===== config.mk =====
export PLATFORM = sky130hd
export DESIGN_NAME = timer_capture_pwm_unit
export DESIGN_NICKNAME = d
export VERILOG_FILES = /design/src/rtl/timer_capture_pwm_pkg.sv /design/src/rtl/timer_capture_pwm_unit.sv
export SDC_FILE = /design/constraint.sdc
export NUM_CORES = 1
export LEC_CHECK = 0
export BUFFER_PORTS_ARGS = -buffer_cell sky130_fd_sc_hd__buf_2
export CAP_MARGIN = 40
export CORE_UTILIZATION = 28
export CTS_CLUSTER_SIZE = 14
export DETAILED_ROUTE_END_ITERATION = 8
export PLACE_DENSITY = 0.44
export RECOVER_POWER = 50
export REMOVE_ABC_BUFFERS = 1
export SLEW_MARGIN = 20
export SYNTH_ARGS = -nofsm -noshare
export SYNTH_HDL_FRONTEND = slang
export SYNTH_SLANG_ARGS = --single-unit
export TNS_END_PERCENT = 30

===== constraint.sdc =====
create_clock -name clock -period 3.9 [get_ports clock]
set_clock_uncertainty 0.05 [all_clocks]
set_input_delay 0.39 -clock clock [delete_from_list [all_inputs] [get_ports clock]]
set_output_delay 0.39 -clock clock [all_outputs]
set_load 0.05 [all_outputs]

===== src/rtl/timer_capture_pwm_pkg.sv =====
package timer_capture_pwm_pkg;

   // Register byte offsets on the APB
   localparam logic [7:0] first_mode_offset  = 8'h00;
   localparam logic [7:0] second_mode_offset = 8'h04;
   localparam logic [7:0] first_data_offset  = 8'h08;
   localparam logic [7:0] second_data_offset = 8'h0c;
   localparam logic [7:0] period_low_offset  = 8'h10;
   localparam logic [7:0] duty_low_offset    = 8'h14;
   localparam logic [7:0] high_bits_offset   = 8'h18;
   localparam logic [7:0] edge_select_offset = 8'h1c;
   localparam logic [7:0] port_b_offset      = 8'h20;

   // Reset values
   localparam logic [7:0] mode_reset        = 8'h00;
   localparam logic [7:0] match_value_reset = 8'hff;
   localparam logic [7:0] pwm_reset         = 8'h00;
   localparam logic [3:0] edge_select_reset = 4'h0;
   localparam logic [1:0] port_b_reset      = 2'h0;

   // Edge select codes, one 2-bit field per capture input
   localparam logic [1:0] edge_falling = 2'h0;
   localparam logic [1:0] edge_rising  = 2'h1;

   // Clock select codes
   localparam logic [2:0] first_clock_external = 3'h7;
   localparam logic [1:0] second_clock_div1    = 2'h0;
   localparam logic [1:0] second_clock_div2    = 2'h1;
   localparam logic [1:0] second_clock_div8    = 2'h2;

   // First timer mode register, high bits first
   typedef struct packed {
      logic [2:0] reserved;
      logic       first_capture_select;
      logic       run;
      logic [2:0] first_clock_select;
   } first_mode_type;

   // Second timer mode register
   typedef struct packed {
      logic       duty_polarity;
      logic       wide_mode_enable;
      logic       pwm_enable;
      logic       second_capture_select;
      logic [1:0] second_clock_select;
      logic       run;
      logic       reserved;
   } second_mode_type;

   // Pin function bits
   typedef struct packed {
      logic pwm_pin_function;
      logic compare_pin_function;
   } port_b_function_type;

endpackage


===== src/rtl/timer_capture_pwm_unit.sv =====
// Functional notes
// [RULE1] Each timer enters capture through its own capture-select bit in its mode register.
// [RULE2] In capture mode counting continues; match with data register raises timer interrupt.
// [RULE3] Selected capture edge copies count to capture register, then clears and restarts count.
// [RULE4] Capture edge is falling, rising or both, from the edge select register.
// [RULE5] Every qualifying capture edge also raises that pin's external interrupt.
// [RULE6] Capture, data and count share an address: capture reads capture, writes data.
// [RULE7] 16-bit capture chains both timers; first timer clock internal or external.
// [RULE8] Software sets both second clock-select bits and wide enable for 16-bit modes.
// [RULE9] Compare output toggles pin on each match, giving a 50:50 square wave.
// [RULE10] Software sets compare pin function and clears PWM enable for compare output.
// [RULE11] PWM mode drives the shared pin with up to 10-bit resolution when enabled.
// [RULE12] Period and duty are 10-bit: high-register bits above the 8-bit registers.
// [RULE13] Duty is double-buffered, moving to the active register at period match.
// [RULE14] Duty equal period holds polarity level; duty zero holds the opposite level.
// [RULE15] Duty change shows after current period; period change keeps absolute duty time.
// [RULE16] Software keeps each new period greater than the current duty.
// [RULE17] Software stops the second timer before loading period, duty and high bits.
// [RULE18] Software counts match interrupts between captures for pulses beyond one period.
// [RULE19] Second clock select: oscillator, divided by 2, divided by 8, or first timer clock.
// [RULE20] PWM counter restarts after period; active level while count below active duty.
module timer_capture_pwm_unit (
   input  wire logic        clock,
   input  wire logic        rst,
   input  wire logic        psel,
   input  wire logic        penable,
   input  wire logic        pwrite,
   input  wire logic [7:0]  paddr,
   input  wire logic [31:0] pwdata,
   output logic [31:0]      prdata,
   output logic             pready,
   output logic             pslverr,
   input  wire logic [1:0]  capture_edge_input,
   input  wire logic        event_clock_input,
   output logic [1:0]       capture_irq,
   output logic             first_match_irq,
   output logic             second_match_irq,
   output logic             pwm_output_pin,
   output logic             pwm_output_pin_oe
);

   ////////////////////////////////////////////////////////////////////////////////
   // Registers and state

   timer_capture_pwm_pkg::first_mode_type      first_timer_mode_reg;
   timer_capture_pwm_pkg::second_mode_type     second_timer_mode_reg;
   timer_capture_pwm_pkg::port_b_function_type port_b_function_reg;
   logic [3:0]  edge_select_reg;
   logic [7:0]  first_match_value_reg;
   logic [7:0]  second_match_value_reg;
   logic [7:0]  first_capture_value_reg;
   logic [7:0]  second_capture_value_reg;
   logic [7:0]  first_count_reg;
   logic [7:0]  second_count_reg;
   logic [7:0]  pwm_period_low;
   logic [7:0]  pwm_duty_low;
   logic [3:0]  pwm_high_bits;
   logic [9:0]  pwm_count;
   logic [9:0]  duty_active;
   logic [10:0] prescale;
   logic        compare_level;
   logic [1:0]  edge_meta;
   logic [1:0]  edge_sync;
   logic [1:0]  edge_last;
   logic        event_meta;
   logic        event_sync;
   logic        event_last;

   ////////////////////////////////////////////////////////////////////////////////
   // Functions

   function automatic logic [10:0] div_mask(input logic [2:0] sel);
      logic [10:0] mask;
      mask = 11'h001;
      case (sel)
         3'h0: mask = 11'h001;
         3'h1: mask = 11'h003;
         3'h2: mask = 11'h007;
         3'h3: mask = 11'h01f;
         3'h4: mask = 11'h07f;
         3'h5: mask = 11'h1ff;
         default: mask = 11'h7ff;
      endcase
      return mask;
   endfunction

   function automatic logic edge_hit(input logic [1:0] mode, input logic now,
                                     input logic last);
      logic hit;
      hit = 1'b0;
      if (mode == timer_capture_pwm_pkg::edge_falling) begin
         hit = last & ~now;
      end else if (mode == timer_capture_pwm_pkg::edge_rising) begin
         hit = now & ~last;
      end else begin
         hit = now ^ last;
      end
      return hit;
   endfunction

   ////////////////////////////////////////////////////////////////////////////////
   // Clock sources

   wire  event_rise = event_sync & ~event_last;
   wire  first_tick = (first_timer_mode_reg.first_clock_select ==
                       timer_capture_pwm_pkg::first_clock_external) ? event_rise :
                      &(prescale | ~div_mask(first_timer_mode_reg.first_clock_select));
   logic second_tick;

   always_comb begin
      case (second_timer_mode_reg.second_clock_select) // see [RULE19]
         timer_capture_pwm_pkg::second_clock_div1: second_tick = 1'b1;
         timer_capture_pwm_pkg::second_clock_div2: second_tick = prescale[0];
         timer_capture_pwm_pkg::second_clock_div8: second_tick = &prescale[2:0];
         default:                                  second_tick = first_tick;
      endcase
   end

   ////////////////////////////////////////////////////////////////////////////////
   // Capture edges

   wire [1:0] edge_qual;
   assign edge_qual[0] = edge_hit(edge_select_reg[1:0], edge_sync[0], edge_last[0]); // see [RULE4]
   assign edge_qual[1] = edge_hit(edge_select_reg[3:2], edge_sync[1], edge_last[1]);

   wire wide_mode  = second_timer_mode_reg.wide_mode_enable;
   wire pwm_mode   = second_timer_mode_reg.pwm_enable & ~wide_mode;
   wire capture0   = edge_qual[0] & first_timer_mode_reg.first_capture_select; // see [RULE1]
   wire capture1   = edge_qual[1] & second_timer_mode_reg.second_capture_select & ~wide_mode;
   wire run0       = first_timer_mode_reg.run & first_tick;
   wire run1       = second_timer_mode_reg.run & second_tick;

   ////////////////////////////////////////////////////////////////////////////////
   // Timer counting, match and capture

   wire [15:0] count16  = {second_count_reg, first_count_reg};
   wire [15:0] match16  = {second_match_value_reg, first_match_value_reg};
   wire        hit16    = run0 & (count16 == match16);
   wire        hit0     = run0 & (first_count_reg == first_match_value_reg);
   wire        hit1     = run1 & ~pwm_mode & (second_count_reg == second_match_value_reg);
   wire        first_ev = wide_mode ? hit16 : hit0;
   wire        second_ev = ~wide_mode & hit1;
   logic [15:0] next_count16;
   logic [7:0]  next_first_count;
   logic [7:0]  next_second_count;

   always_comb begin
      next_count16      = count16;
      next_first_count  = first_count_reg;
      next_second_count = second_count_reg;
      if (wide_mode) begin
         if (capture0) begin
            next_count16 = 16'h0000; // see [RULE7]
         end else if (hit16) begin
            next_count16 = 16'h0000; // see [RULE2]
         end else if (run0) begin
            next_count16 = count16 + 16'h0001;
         end
         next_first_count  = next_count16[7:0];
         next_second_count = next_count16[15:8];
      end else begin
         if (capture0) begin
            next_first_count = 8'h00; // see [RULE3]
         end else if (hit0) begin
            next_first_count = 8'h00; // see [RULE2]
         end else if (run0) begin
            next_first_count = first_count_reg + 8'h01;
         end
         if (capture1 || hit1) begin
            next_second_count = 8'h00; // see [RULE3]
         end else if (run1 && !pwm_mode) begin
            next_second_count = second_count_reg + 8'h01;
         end
      end
   end

   always_ff @(posedge clock) begin
      if (rst) begin
         first_count_reg          <= 8'h00;
         second_count_reg         <= 8'h00;
         first_capture_value_reg  <= 8'h00;
         second_capture_value_reg <= 8'h00;
      end else begin
         first_count_reg  <= next_first_count;
         second_count_reg <= next_second_count;
         if (capture0) begin
            first_capture_value_reg <= first_count_reg; // see [RULE3]
            if (wide_mode) begin
               second_capture_value_reg <= second_count_reg; // see [RULE7]
            end
         end
         if (capture1) begin
            second_capture_value_reg <= second_count_reg;
         end
      end
   end

   ////////////////////////////////////////////////////////////////////////////////
   // Synchronisers, prescaler, event pulses

   always_ff @(posedge clock) begin
      if (rst) begin
         edge_meta        <= 2'h0;
         edge_sync        <= 2'h0;
         edge_last        <= 2'h0;
         event_meta       <= 1'b0;
         event_sync       <= 1'b0;
         event_last       <= 1'b0;
         prescale         <= 11'h000;
         capture_irq      <= 2'h0;
         first_match_irq  <= 1'b0;
         second_match_irq <= 1'b0;
      end else begin
         edge_meta        <= capture_edge_input;
         edge_sync        <= edge_meta;
         edge_last        <= edge_sync;
         event_meta       <= event_clock_input;
         event_sync       <= event_meta;
         event_last       <= event_sync;
         prescale         <= prescale + 11'h001;
         capture_irq      <= edge_qual; // see [RULE5]
         first_match_irq  <= first_ev;  // see [RULE2]
         second_match_irq <= second_ev;
      end
   end

   ////////////////////////////////////////////////////////////////////////////////
   // Compare output and PWM

   wire [9:0] pwm_period = {pwm_high_bits[3:2], pwm_period_low}; // see [RULE12]
   wire [9:0] duty_hold  = {pwm_high_bits[1:0], pwm_duty_low};
   wire       pwm_wrap   = run1 & ({1'b0, pwm_count} + 11'h001 >= {1'b0, pwm_period});
   wire       pwm_level  = (pwm_count < duty_active) ? // see [RULE20]
                           second_timer_mode_reg.duty_polarity :
                           ~second_timer_mode_reg.duty_polarity; // see [RULE14]
   wire       cmp_hit    = wide_mode ? hit16 : hit1;
   wire       pwm_drive  = pwm_mode & port_b_function_reg.pwm_pin_function;

   always_ff @(posedge clock) begin
      if (rst) begin
         pwm_count         <= 10'h000;
         duty_active       <= 10'h000;
         compare_level     <= 1'b0;
         pwm_output_pin    <= 1'b0;
         pwm_output_pin_oe <= 1'b0;
      end else begin
         if (!pwm_mode) begin
            pwm_count <= 10'h000;
         end else if (pwm_wrap) begin
            pwm_count   <= 10'h000;   // see [RULE20]
            duty_active <= duty_hold; // see [RULE13] [RULE15]
         end else if (run1) begin
            pwm_count <= pwm_count + 10'h001;
         end
         if (cmp_hit) begin
            compare_level <= ~compare_level; // see [RULE9]
         end
         pwm_output_pin    <= pwm_drive ? pwm_level : compare_level; // see [RULE11]
         pwm_output_pin_oe <= pwm_drive | (port_b_function_reg.compare_pin_function &
                                           ~second_timer_mode_reg.pwm_enable);
      end
   end

   ////////////////////////////////////////////////////////////////////////////////
   // APB slave: one wait-free access phase, read data captured in setup

   wire setup    = psel & ~penable;
   wire write_en = psel & penable & pwrite;
   wire sel_m0   = paddr == timer_capture_pwm_pkg::first_mode_offset;
   wire sel_m1   = paddr == timer_capture_pwm_pkg::second_mode_offset;
   wire sel_d0   = paddr == timer_capture_pwm_pkg::first_data_offset;
   wire sel_d1   = paddr == timer_capture_pwm_pkg::second_data_offset;
   wire sel_pp   = paddr == timer_capture_pwm_pkg::period_low_offset;
   wire sel_pd   = paddr == timer_capture_pwm_pkg::duty_low_offset;
   wire sel_hb   = paddr == timer_capture_pwm_pkg::high_bits_offset;
   wire sel_es   = paddr == timer_capture_pwm_pkg::edge_select_offset;
   wire sel_pb   = paddr == timer_capture_pwm_pkg::port_b_offset;
   wire mapped   = sel_m0 | sel_m1 | sel_d0 | sel_d1 | sel_pp | sel_pd | sel_hb |
                   sel_es | sel_pb;
   wire cap_view0 = first_timer_mode_reg.first_capture_select;
   wire cap_view1 = wide_mode ? first_timer_mode_reg.first_capture_select :
                                second_timer_mode_reg.second_capture_select;
   wire [7:0] data0_view = cap_view0 ? first_capture_value_reg : first_count_reg; // see [RULE6]
   wire [7:0] data1_view = cap_view1 ? second_capture_value_reg : second_count_reg;
   logic [7:0] read_mux;

   assign pready  = psel & penable;
   assign pslverr = psel & penable & ~mapped;

   always_comb begin
      if (sel_m0) begin
         read_mux = first_timer_mode_reg;
      end else if (sel_m1) begin
         read_mux = second_timer_mode_reg;
      end else if (sel_d0) begin
         read_mux = data0_view;
      end else if (sel_d1) begin
         read_mux = data1_view;
      end else if (sel_pp) begin
         read_mux = pwm_period_low;
      end else if (sel_pd) begin
         read_mux = pwm_duty_low;
      end else if (sel_hb) begin
         read_mux = {4'h0, pwm_high_bits};
      end else if (sel_es) begin
         read_mux = {4'h0, edge_select_reg};
      end else if (sel_pb) begin
         read_mux = {6'h00, port_b_function_reg};
      end else begin
         read_mux = 8'h00;
      end
   end

   always_ff @(posedge clock) begin
      if (rst) begin
         prdata                 <= 32'h0000_0000;
         first_timer_mode_reg   <= timer_capture_pwm_pkg::mode_reset;
         second_timer_mode_reg  <= timer_capture_pwm_pkg::mode_reset;
         first_match_value_reg  <= timer_capture_pwm_pkg::match_value_reset;
         second_match_value_reg <= timer_capture_pwm_pkg::match_value_reset;
         pwm_period_low         <= timer_capture_pwm_pkg::pwm_reset;
         pwm_duty_low           <= timer_capture_pwm_pkg::pwm_reset;
         pwm_high_bits          <= timer_capture_pwm_pkg::pwm_reset[3:0];
         edge_select_reg        <= timer_capture_pwm_pkg::edge_select_reset;
         port_b_function_reg    <= timer_capture_pwm_pkg::port_b_reset;
      end else begin
         if (setup && !pwrite) begin
            prdata <= {24'h000000, read_mux};
         end
         if (write_en) begin
            if (sel_m0) first_timer_mode_reg <= pwdata[7:0];
            if (sel_m1) second_timer_mode_reg <= pwdata[7:0];
            if (sel_d0) first_match_value_reg <= pwdata[7:0]; // see [RULE6]
            if (sel_d1) second_match_value_reg <= pwdata[7:0];
            if (sel_pp) pwm_period_low <= pwdata[7:0];
            if (sel_pd) pwm_duty_low <= pwdata[7:0]; // see [RULE13]
            if (sel_hb) pwm_high_bits <= pwdata[3:0];
            if (sel_es) edge_select_reg <= pwdata[3:0];
            if (sel_pb) port_b_function_reg <= pwdata[1:0];
         end
      end
   end
endmodule


After elaboration in Yosys (flattened, before gate mapping) --
Cells that the tools add are included.
Storage, ports and cells: output and inout port bits 40, logic and storage cells 183, bits in registers 145
Operators by class: equality and inequality tests 22, order comparisons 2, mux-type cells 36, bitwise gates (word level) 48, reduce and logical (&&, ||, !) cells 30, $add $sub $neg 6
Operator list (number):
- $mux W8 | 18
- $pmux W11 S6 | 1
- $mux W16 | 3
- $eq A8 B5 Y1 const B | 4
- $reduce_and A2 Y1 | 13
- $and A1 B1 Y1 | 23
- $add A16 B1 Y16 const B | 1
- $add A8 B1 Y8 const B | 2
- $eq A16 B16 Y1 | 1
- $eq A8 B4 Y1 const B | 2
- $eq A8 B8 Y1 | 2
- $not A1 Y1 | 12
- $add A10 B1 Y11 const B | 1
- $add A11 B1 Y11 const B | 1
- $ge A11 B10 Y1 | 1
- $not A11 Y11 | 1
- $or A11 B11 Y11 | 1
- $reduce_and A11 Y1 | 1
- $add A10 B1 Y10 const B | 1
- $lt A10 B10 Y1 | 1
- $mux W1 | 10
- $eq A3 B3 Y1 const B | 3
- $or A1 B1 Y1 | 9
- $eq A8 B3 Y1 const B | 1
- other kinds (21) | 31

Depth between registers and ports, before layout --
Gate-level depths: netlist of run 1.
depth in word-level cells 13, gate-level depth with buffers 13, gate-level depth less buffers 12

Worst setup path after synthesis of run 1 --
OpenSTA, ideal clock, no wires.
path type register to register, start register pwm_count[2], end register duty_active[2], data arrival time 2.576 ns, stages on the path, launching flop included 14, required time 3.780 ns, clock period less this slack 2.697 ns, library setup time 0.070 ns, path slack 1.203 ns, cell sequence dfxtp_1 -> and3_1 -> and3_1 -> nand3_1 -> xnor2_1 -> ha_1 -> nand3_1 -> nor2_1 -> a2111oi_0 -> o31a_1 -> o21a_1 -> clkbuf_1 -> o21ai_0 -> a21oi_1
On the way: longest elaborated chain between the ends 4
Ends and longest elaborated chain:
- from (decl) | line timer_capture_pwm_unit.sv:58 | logic [9:0] pwm_count;
- from (signal assigned) | line timer_capture_pwm_unit.sv:253 | pwm_count <= pwm_count + 10'h001;
- $add A10 B1 Y11 | line timer_capture_pwm_unit.sv:232 | wire pwm_wrap = run1 & ({1'b0, pwm_count} + 11'h001 >= {1'b0, pwm_period});
- $ge A11 B10 Y1 | line timer_capture_pwm_unit.sv:232
- $and A1 B1 Y1 | line timer_capture_pwm_unit.sv:232
- $reduce_and A2 Y1 (no source line)
- to (signal assigned) | line timer_capture_pwm_unit.sv:251 | duty_active <= duty_hold;
- to (decl) | line timer_capture_pwm_unit.sv:59 | logic [9:0] duty_active;
No other way between the ends. A chain may end at the register's enable or synchronous reset.

Final worst setup path of run 1 --
start input port paddr[7], end register prdata[2]
On the way: longest elaborated chain between the ends 9, elaborated cells between the ends (all ways) 16
Ends and longest elaborated chain:
- from (decl) | line timer_capture_pwm_unit.sv:28 | input wire logic [7:0] paddr,
- $eq A8 B5 Y1 | line timer_capture_pwm_unit.sv:276 | wire sel_es = paddr == timer_capture_pwm_pkg::edge_select_offset;
- $mux W4 | line timer_capture_pwm_unit.sv:305 | end else if (sel_es) begin
- $mux W4 | line timer_capture_pwm_unit.sv:303 | end else if (sel_hb) begin
- $mux W8 | line timer_capture_pwm_unit.sv:301 | end else if (sel_pd) begin
- $mux W8 | line timer_capture_pwm_unit.sv:299 | end else if (sel_pp) begin
- $mux W8 | line timer_capture_pwm_unit.sv:297 | end else if (sel_d1) begin
- $mux W8 | line timer_capture_pwm_unit.sv:295 | end else if (sel_d0) begin
- $mux W8 | line timer_capture_pwm_unit.sv:293 | end else if (sel_m1) begin
- $mux W8 (*) | line timer_capture_pwm_unit.sv:291 | if (sel_m0) begin
- to (signal assigned) | line timer_capture_pwm_unit.sv:328 | prdata <= {24'h000000, read_mux};
- to (decl) | line timer_capture_pwm_unit.sv:30 | output logic [31:0] prdata,
Mark *: on every way between the ends. The rest lies on a longest branch, timed or not.

==> metrics.md, run 1 <==
| Metric | Value |
|---|---|
| Post-CTS Hold Buffers | 0 |
| Area grow syn2layout | 13.8% |
| Crit Path Max Fanout | 17 |
| Clk_lat worst skew | 0.43 ns |
| Die Area | 28100 um^2 |
| Final core utilization | 32.5% |
| Top cells by count, synth | dfxtp_1, nand2_1, nor2_1, a21oi_1, nand3_1 |
| Period utilization | 84.2% |
| Drt wl/cell | 18.1 um |
| Main synth FF type | dfxtp_1 |
| Slew @ Worst Pin | 2.08 ns |
| Depth of the CTS H-tree | 4 |
| Final min period | 3.28 ns |
| HP Class | input port to flop |
| Drt via density | 5.00 |
| Post-Synthesis Cells | 937 |
| Worst hold start | event_clock_input |
| Largest registers | prescale x11, duty_active x10, pwm_count x10 |
| TritonRoute pass-1 iters | 8 |
| Synth area leaders | dfxtp_1, nand2_1, mux2i_1 |
| Post-synth EDFFs | 0 |
| Initial antenna violation count | 0 |
| Ys async rst share | 0% |
| Clock root cell | clkbuf_16 |
| Syn avg cell area | 8.21 um^2 |
| WL final | 23800 um |
| I/O Pins | 88 |
| Crit path kind | input port to flop |
| Fmax | 305 MHz |
| Post-synth top area share | 37.7% |
| Max-slew headroom | -38.5% |
| Synth cell types | 74 |
| Yosys warns | 0 |
| Rows | 60 |
| Total CTS buffers | 17 |
| Post-CTS Setup Repair Bufs | 0 |
| Lkg Pwr | 3.25 nW |
| Synthesized cell area | 7690 um^2 |
| Starting density of the core | 28.5% |
| CTS resizes | 0 |
| Critical Path Source Type | input port |
| CTS tree | yes |
| Reg clk slew, reported paths | 0.07 ns |
| HPWL Detailed | 17400 um |
| Seq/Total Area, Yosys | 37.7% |
| Power, Total | 3.47 mW |
| CTS sink cnt | 145 |
| Max IR drop VDD | 0.204 mV |
| Vias in the first global route | 6219 |
| GR Util All Layers | 17.3% |
| First-pass GRT wire length | 37200 um |
| Seq cells post-synth | 145 |
| Status | finished with violations |
| Proportion of layout cells with a drive suffix above 1 | 8.92% |
| Max reg flops | 11 |
| # setup viols final | 0 |
| Setup TNS | 0 ns |
| Crit path arrival time | 3.59 ns |
| Net count, final | 1038 |
| # fillers | 2894 |
| Placer Congestion | 0.807 |
| Diodes inserted | 0 |
| Largest net degree at the start of global routing | 84 |
| Core Footprint | 27000 um^2 |
| Routed Antenna Nets | 0 |
| Maximum clock insertion buffer count | 2 |
| CP endpoint kind | flop |
| RSZ-0062 raised after global routing | no |
| Worst reg2reg startpoint | edge_sync[0] |
| Max-Cap Viols | 1 |
| Worst Setup SP | paddr[7] |
| I/O Buffers | 39 |
| Most frequent cell after synthesis | dfxtp_1 |
| Fin. Hold Viols | 0 |
| P per Cell Area | 397 nW/um^2 |
| Chip width | 168 um |
| Register area | 2900 um^2 |
| Multi-input logic area | 4350 um^2 |
| Biggest register | prescale |
| Vias | 6574 |
| Cell taking the most area after synthesis | dfxtp_1 |
| Drt drc | 0 |
| DR iter-0 viols | 471 |
| WP data required | 4.20 ns |
| Die Span Y | 168 um |
| GR Overflow Total | 0 |
| Slew Viols, Final | 45 |
| Failing checks | max-capacitance violations, max-slew violations |
-- power by group --
| group | total (mW) | internal, mW | leakage, nW | switching [mW] |
|---|---|---|---|---|
| logic | 0.192 | 0.0383 | 1.79 | 0.154 |
| registers | 1.50 | 1.49 | 1.17 | 0.0102 |
| clock network | 1.78 | 1.09 | 0.295 | 0.690 |
-- metrics by stage --
stage | area, um^2 | instances | hold slack, ns | worst slack [ns]
2_1_floorplan | 7400 | 886 | 0.364 | 1.08
3_5_place_dp | 8150 | 1283 | 0.384 | 0.741
3_3_place_gp | 8150 | 1282 | 0.375 | 0.824
6_report | 8760 | 1316 | 0.131 | 0.617
5_1_grt | 8760 | 1316 | 0.148 | 0.330
4_1_cts | 8780 | 1315 | 0.116 | 0.727
-- per-layer routing --
layer | global-route usage (%) | part of all wire [%] | vias up
li1 | - | - | 3317
met3 | 3.14 | 2.9 | 14
met5 | 0 | 0 | -
met1 | 24.6 | 51 | 3119
met4 | 4.11 | 1.2 | 0
met2 | 26.9 | 45 | 124
-- critical path, cell delays in order --
cell	delay (ns)
buf_2	0.10
nor3_1	0.86
and4_1	0.29
clkbuf_1	0.62
a22oi_1	0.27
mux2i_1	0.24
o41ai_1	0.13
or4_1	0.53
a21oi_1	0.15
-- cell families after synthesis --
logic type / Yosys count / synth area share (%)
AO/OA/AOI/OAI: 201 / 17.5
XOR/XNOR: 33 / 3.76
adder cells (fa/ha/maj): 28 / 4.55
buffers and inverters: 112 / 6.78
flip-flops: 145 / 37.7
multiplexers: 44 / 5.87
other: 1 / 0.0487
AND/OR/NAND/NOR: 373 / 23.7
-- layout by cell type, fill, tap and decap left out, types with 5 or more instances in the layout --
cell	n
dfxtp_1	145
nand2_1	119
nor2_1	80
a21oi_1	68
nand3_1	50
inv_1	38
mux2i_1	37
o21ai_0	31
ha_1	28
xor2_1	24
conb_1	24
buf_2	24
clkbuf_1	22
nand3b_1	19
clkbuf_16	17
nor3_1	16
and3_1	15
nor2b_1	15
nand2b_1	13
nand4_1	11
buf_4	11
xnor2_1	9
a221oi_1	9
o21ai_1	8
a21o_1	8
nor4_1	7
a31oi_1	7
a2111oi_0	7
o211ai_1	6
and2_1	6
a22oi_1	6
a22o_1	6
mux2_2	5
o21a_1	5
-- layout make-up --
type / count / area share [%]
sequential: 145 / 33.2
inverter: 38 / 1.63
timing repair buffer: 57 / 3.53
clock buffer: 19 / 5.06
clock inverter: 13 / 2.13
tap: 341 / 4.87
multi-input combinational: 703 / 49.6
-- final timing paths --
| kind | cells after the start | to | slack, ns |
|---|---|---|---|
| setup / recovery | 9 | prdata[2] | 0.62 |
| hold / removal | 2 | event_meta | 0.13 |
| setup reg to reg | 10 | second_count_reg[7] | 0.65 |
| hold reg to reg | 1 | edge_sync[0] | 0.40 |
No activity file was read; power rests on OpenSTA's default activity.
==> run 2: changes to the inputs <==
==> constraint.sdc (replaced) <==
create_clock -name clock -period 3.17 [get_ports clock]
set_clock_uncertainty 0.05 [all_clocks]
set_input_delay 0.317 -clock clock [delete_from_list [all_inputs] [get_ports clock]]
set_output_delay 0.317 -clock clock [all_outputs]
set_load 0.05 [all_outputs]
==> metrics.md, run 2 (synthesis results as in run 1) <==
| Metric | Value |
|---|---|
| Maximum clock insertion buffer count | 2 |
| Depth of the CTS H-tree | 4 |
| Cell internal pwr | 3.00 mW |
| Lkg Pwr | 3.35 nW |
| Crit path arrival time | 3.28 ns |
| Rows | 60 |
| Final min period | 2.95 ns |
| Placed cell count | 1305 |
| Reg clk slew, reported paths | 0.07 ns |
| First-pass GRT wire length | 37700 um |
| Power share of the clock group | 48.2% |
| Biggest register | prescale |
| CP endpoint kind | flop |
| Final WS setup | 0.223 ns |
| Largest net degree at the start of global routing | 61 |
| Status | finished with violations |
| Starting density of the core | 28.5% |
| Proportion of layout cells with a drive suffix above 1 | 11.6% |
| Die Span Y | 168 um |
| Placer Congestion | 0.786 |
| GR Util All Layers | 17.7% |
| HPWL Detailed | 18000 um |
| Core Footprint | 27000 um^2 |
| Largest registers | prescale x11, duty_active x10, pwm_count x10 |
| P per Cell Area | 454 nW/um^2 |
| Area grow syn2layout | 15.3% |
| Slew Viols, Final | 43 |
| Power, Total | 4.02 mW |
| Chip width | 168 um |
| Max-Cap Viols | 1 |
| Setup WS pre-CTS | 0.178 ns |
| Non-filler cells, final | 1337 |
| Total CTS buffers | 17 |
| Clk_lat worst skew | 0.43 ns |
| Hold slack | 0.0540 ns |
| Drt wl/cell | 18.3 um |
| Seq pwr share | 45.9% |
| Critical Path Source Type | flop |
| TritonRoute pass-1 iters | 5 |
| Setup TNS | 0 ns |
| I/O Pins | 88 |
| Net Sw Power | 1.02 mW |
| RSZ-0062 raised after global routing | no |
| Final core utilization | 32.9% |
| Drt via density | 4.98 |
| Commonest cells after routing, fill and taps aside | dfxtp_1, nand2_1, nor2_1, a21oi_1, nand3_1 |
| Crit path kind | flop to flop |
| Max reg flops | 11 |
| Drt drc | 0 |
| Part of the power in combinational logic | 5.9% |
| Die Area | 28100 um^2 |
| Max-slew headroom | -38.2% |
| Slew @ Worst Pin | 2.07 ns |
| Fmax | 339 MHz |
| Post-route cell area | 8870 um^2 |
| Worst hold start | capture_edge_input[1] |
| HP Class | input port to flop |
| I/O Buffers | 39 |
| DR iter-0 viols | 520 |
| Worst reg2reg startpoint | pwm_count[0] |
| Net count, final | 1059 |
| Max IR drop VDD | 0.261 mV |
| Routed Antenna Nets | 0 |
| Initial antenna violation count | 0 |
| Vias in the first global route | 6193 |
| CTS tree | yes |
| WL final | 24500 um |
| Worst Setup SP | pwm_count[0] |
| Clock root cell | clkbuf_16 |
| Fin. Hold Viols | 0 |
| CTS sink cnt | 145 |
| Period utilization | 93.0% |
| Sw Share | 25.4% |
| Crit Path Max Fanout | 7 |
| Vias | 6654 |
| WP data required | 3.50 ns |
| Cell Area, Placed | 8330 um^2 |
| Failing checks | max-capacitance violations, max-slew violations |
| GR Overflow Total | 0 |
| Diodes inserted | 0 |
| # setup viols final | 0 |
| Most common cell after layout, fill and taps aside | dfxtp_1 |
## run 2: cell types whose count changed in the layout (fill, tap and decap cells not counted), moves of 2 or more
| cell | previous run | this run |
|---|---|---|
| a2111oi_0 | 7 | 5 |
| clkinv_4 | 3 | 1 |
| dfxtp_2 | 0 | 3 |
| clkbuf_1 | 22 | 20 |
| buf_4 | 11 | 37 |
| dfxtp_1 | 145 | 142 |
| bufinv_16 | 4 | 1 |
## run 2: timing repair
action,in CTS,in global routing
endpoints found under the setup margin,0,18
hold endpoints to repair,0,0
buffers inserted,0,0
hold buffers,0,0
resized for setup,0,6
## run 2: power by group through the flow
stage	Clock (mW)	Combinational (mW)	Sequential, mW
final	1.94	0.237	1.85
after floorplan	0	0.121	1.90
after CTS	1.98	0.240	1.85
after global placement	0	0.239	1.89
after global routing	2.07	0.254	1.85
after detailed placement	0	0.238	1.89
## run 2: worst max-delay path: stages (launching register included)
cell and delay [ns]:
dfxtp_2 0.40, ha_1 0.22, and3_1 0.25, nand2b_1 0.16, nand2_1 0.06, ha_1 0.28
a21o_1 0.18, a2111oi_1 0.40, o31a_1 0.21, o21ai_1 0.19, a2111oi_0 0.36, a21o_1 0.12
## run 2: path summary, 6_finish.rpt
kind                            cells past startpoint            to  slack, ns
worst max-delay path                               11  pwm_count[5]       0.22
worst min register to register                      1    event_sync       0.38
worst min-delay path                                2  edge_meta[1]       0.05
worst max register to register                     11  pwm_count[5]       0.22
## run 2: layout make-up
cell class	count	area (um^2)
inverter	38	143
multi-input combinational	703	4360
clock buffer	23	468
clock inverter	9	83.8
sequential	145	2910
fill	2853	18100
tap	341	427
timing repair buffer	78	478
## run 2: layer usage
layer  GRT usage, %  part of all wire, %  wire length (um)  up-vias
met4           5.82                  1.5               359        0
met3           2.41                  3.2               789       22
met1           24.9                   50             12200     3132
met2           27.8                   45             11100      147
met5              0                    0                 0        -
li1               -                    -                 -     3353
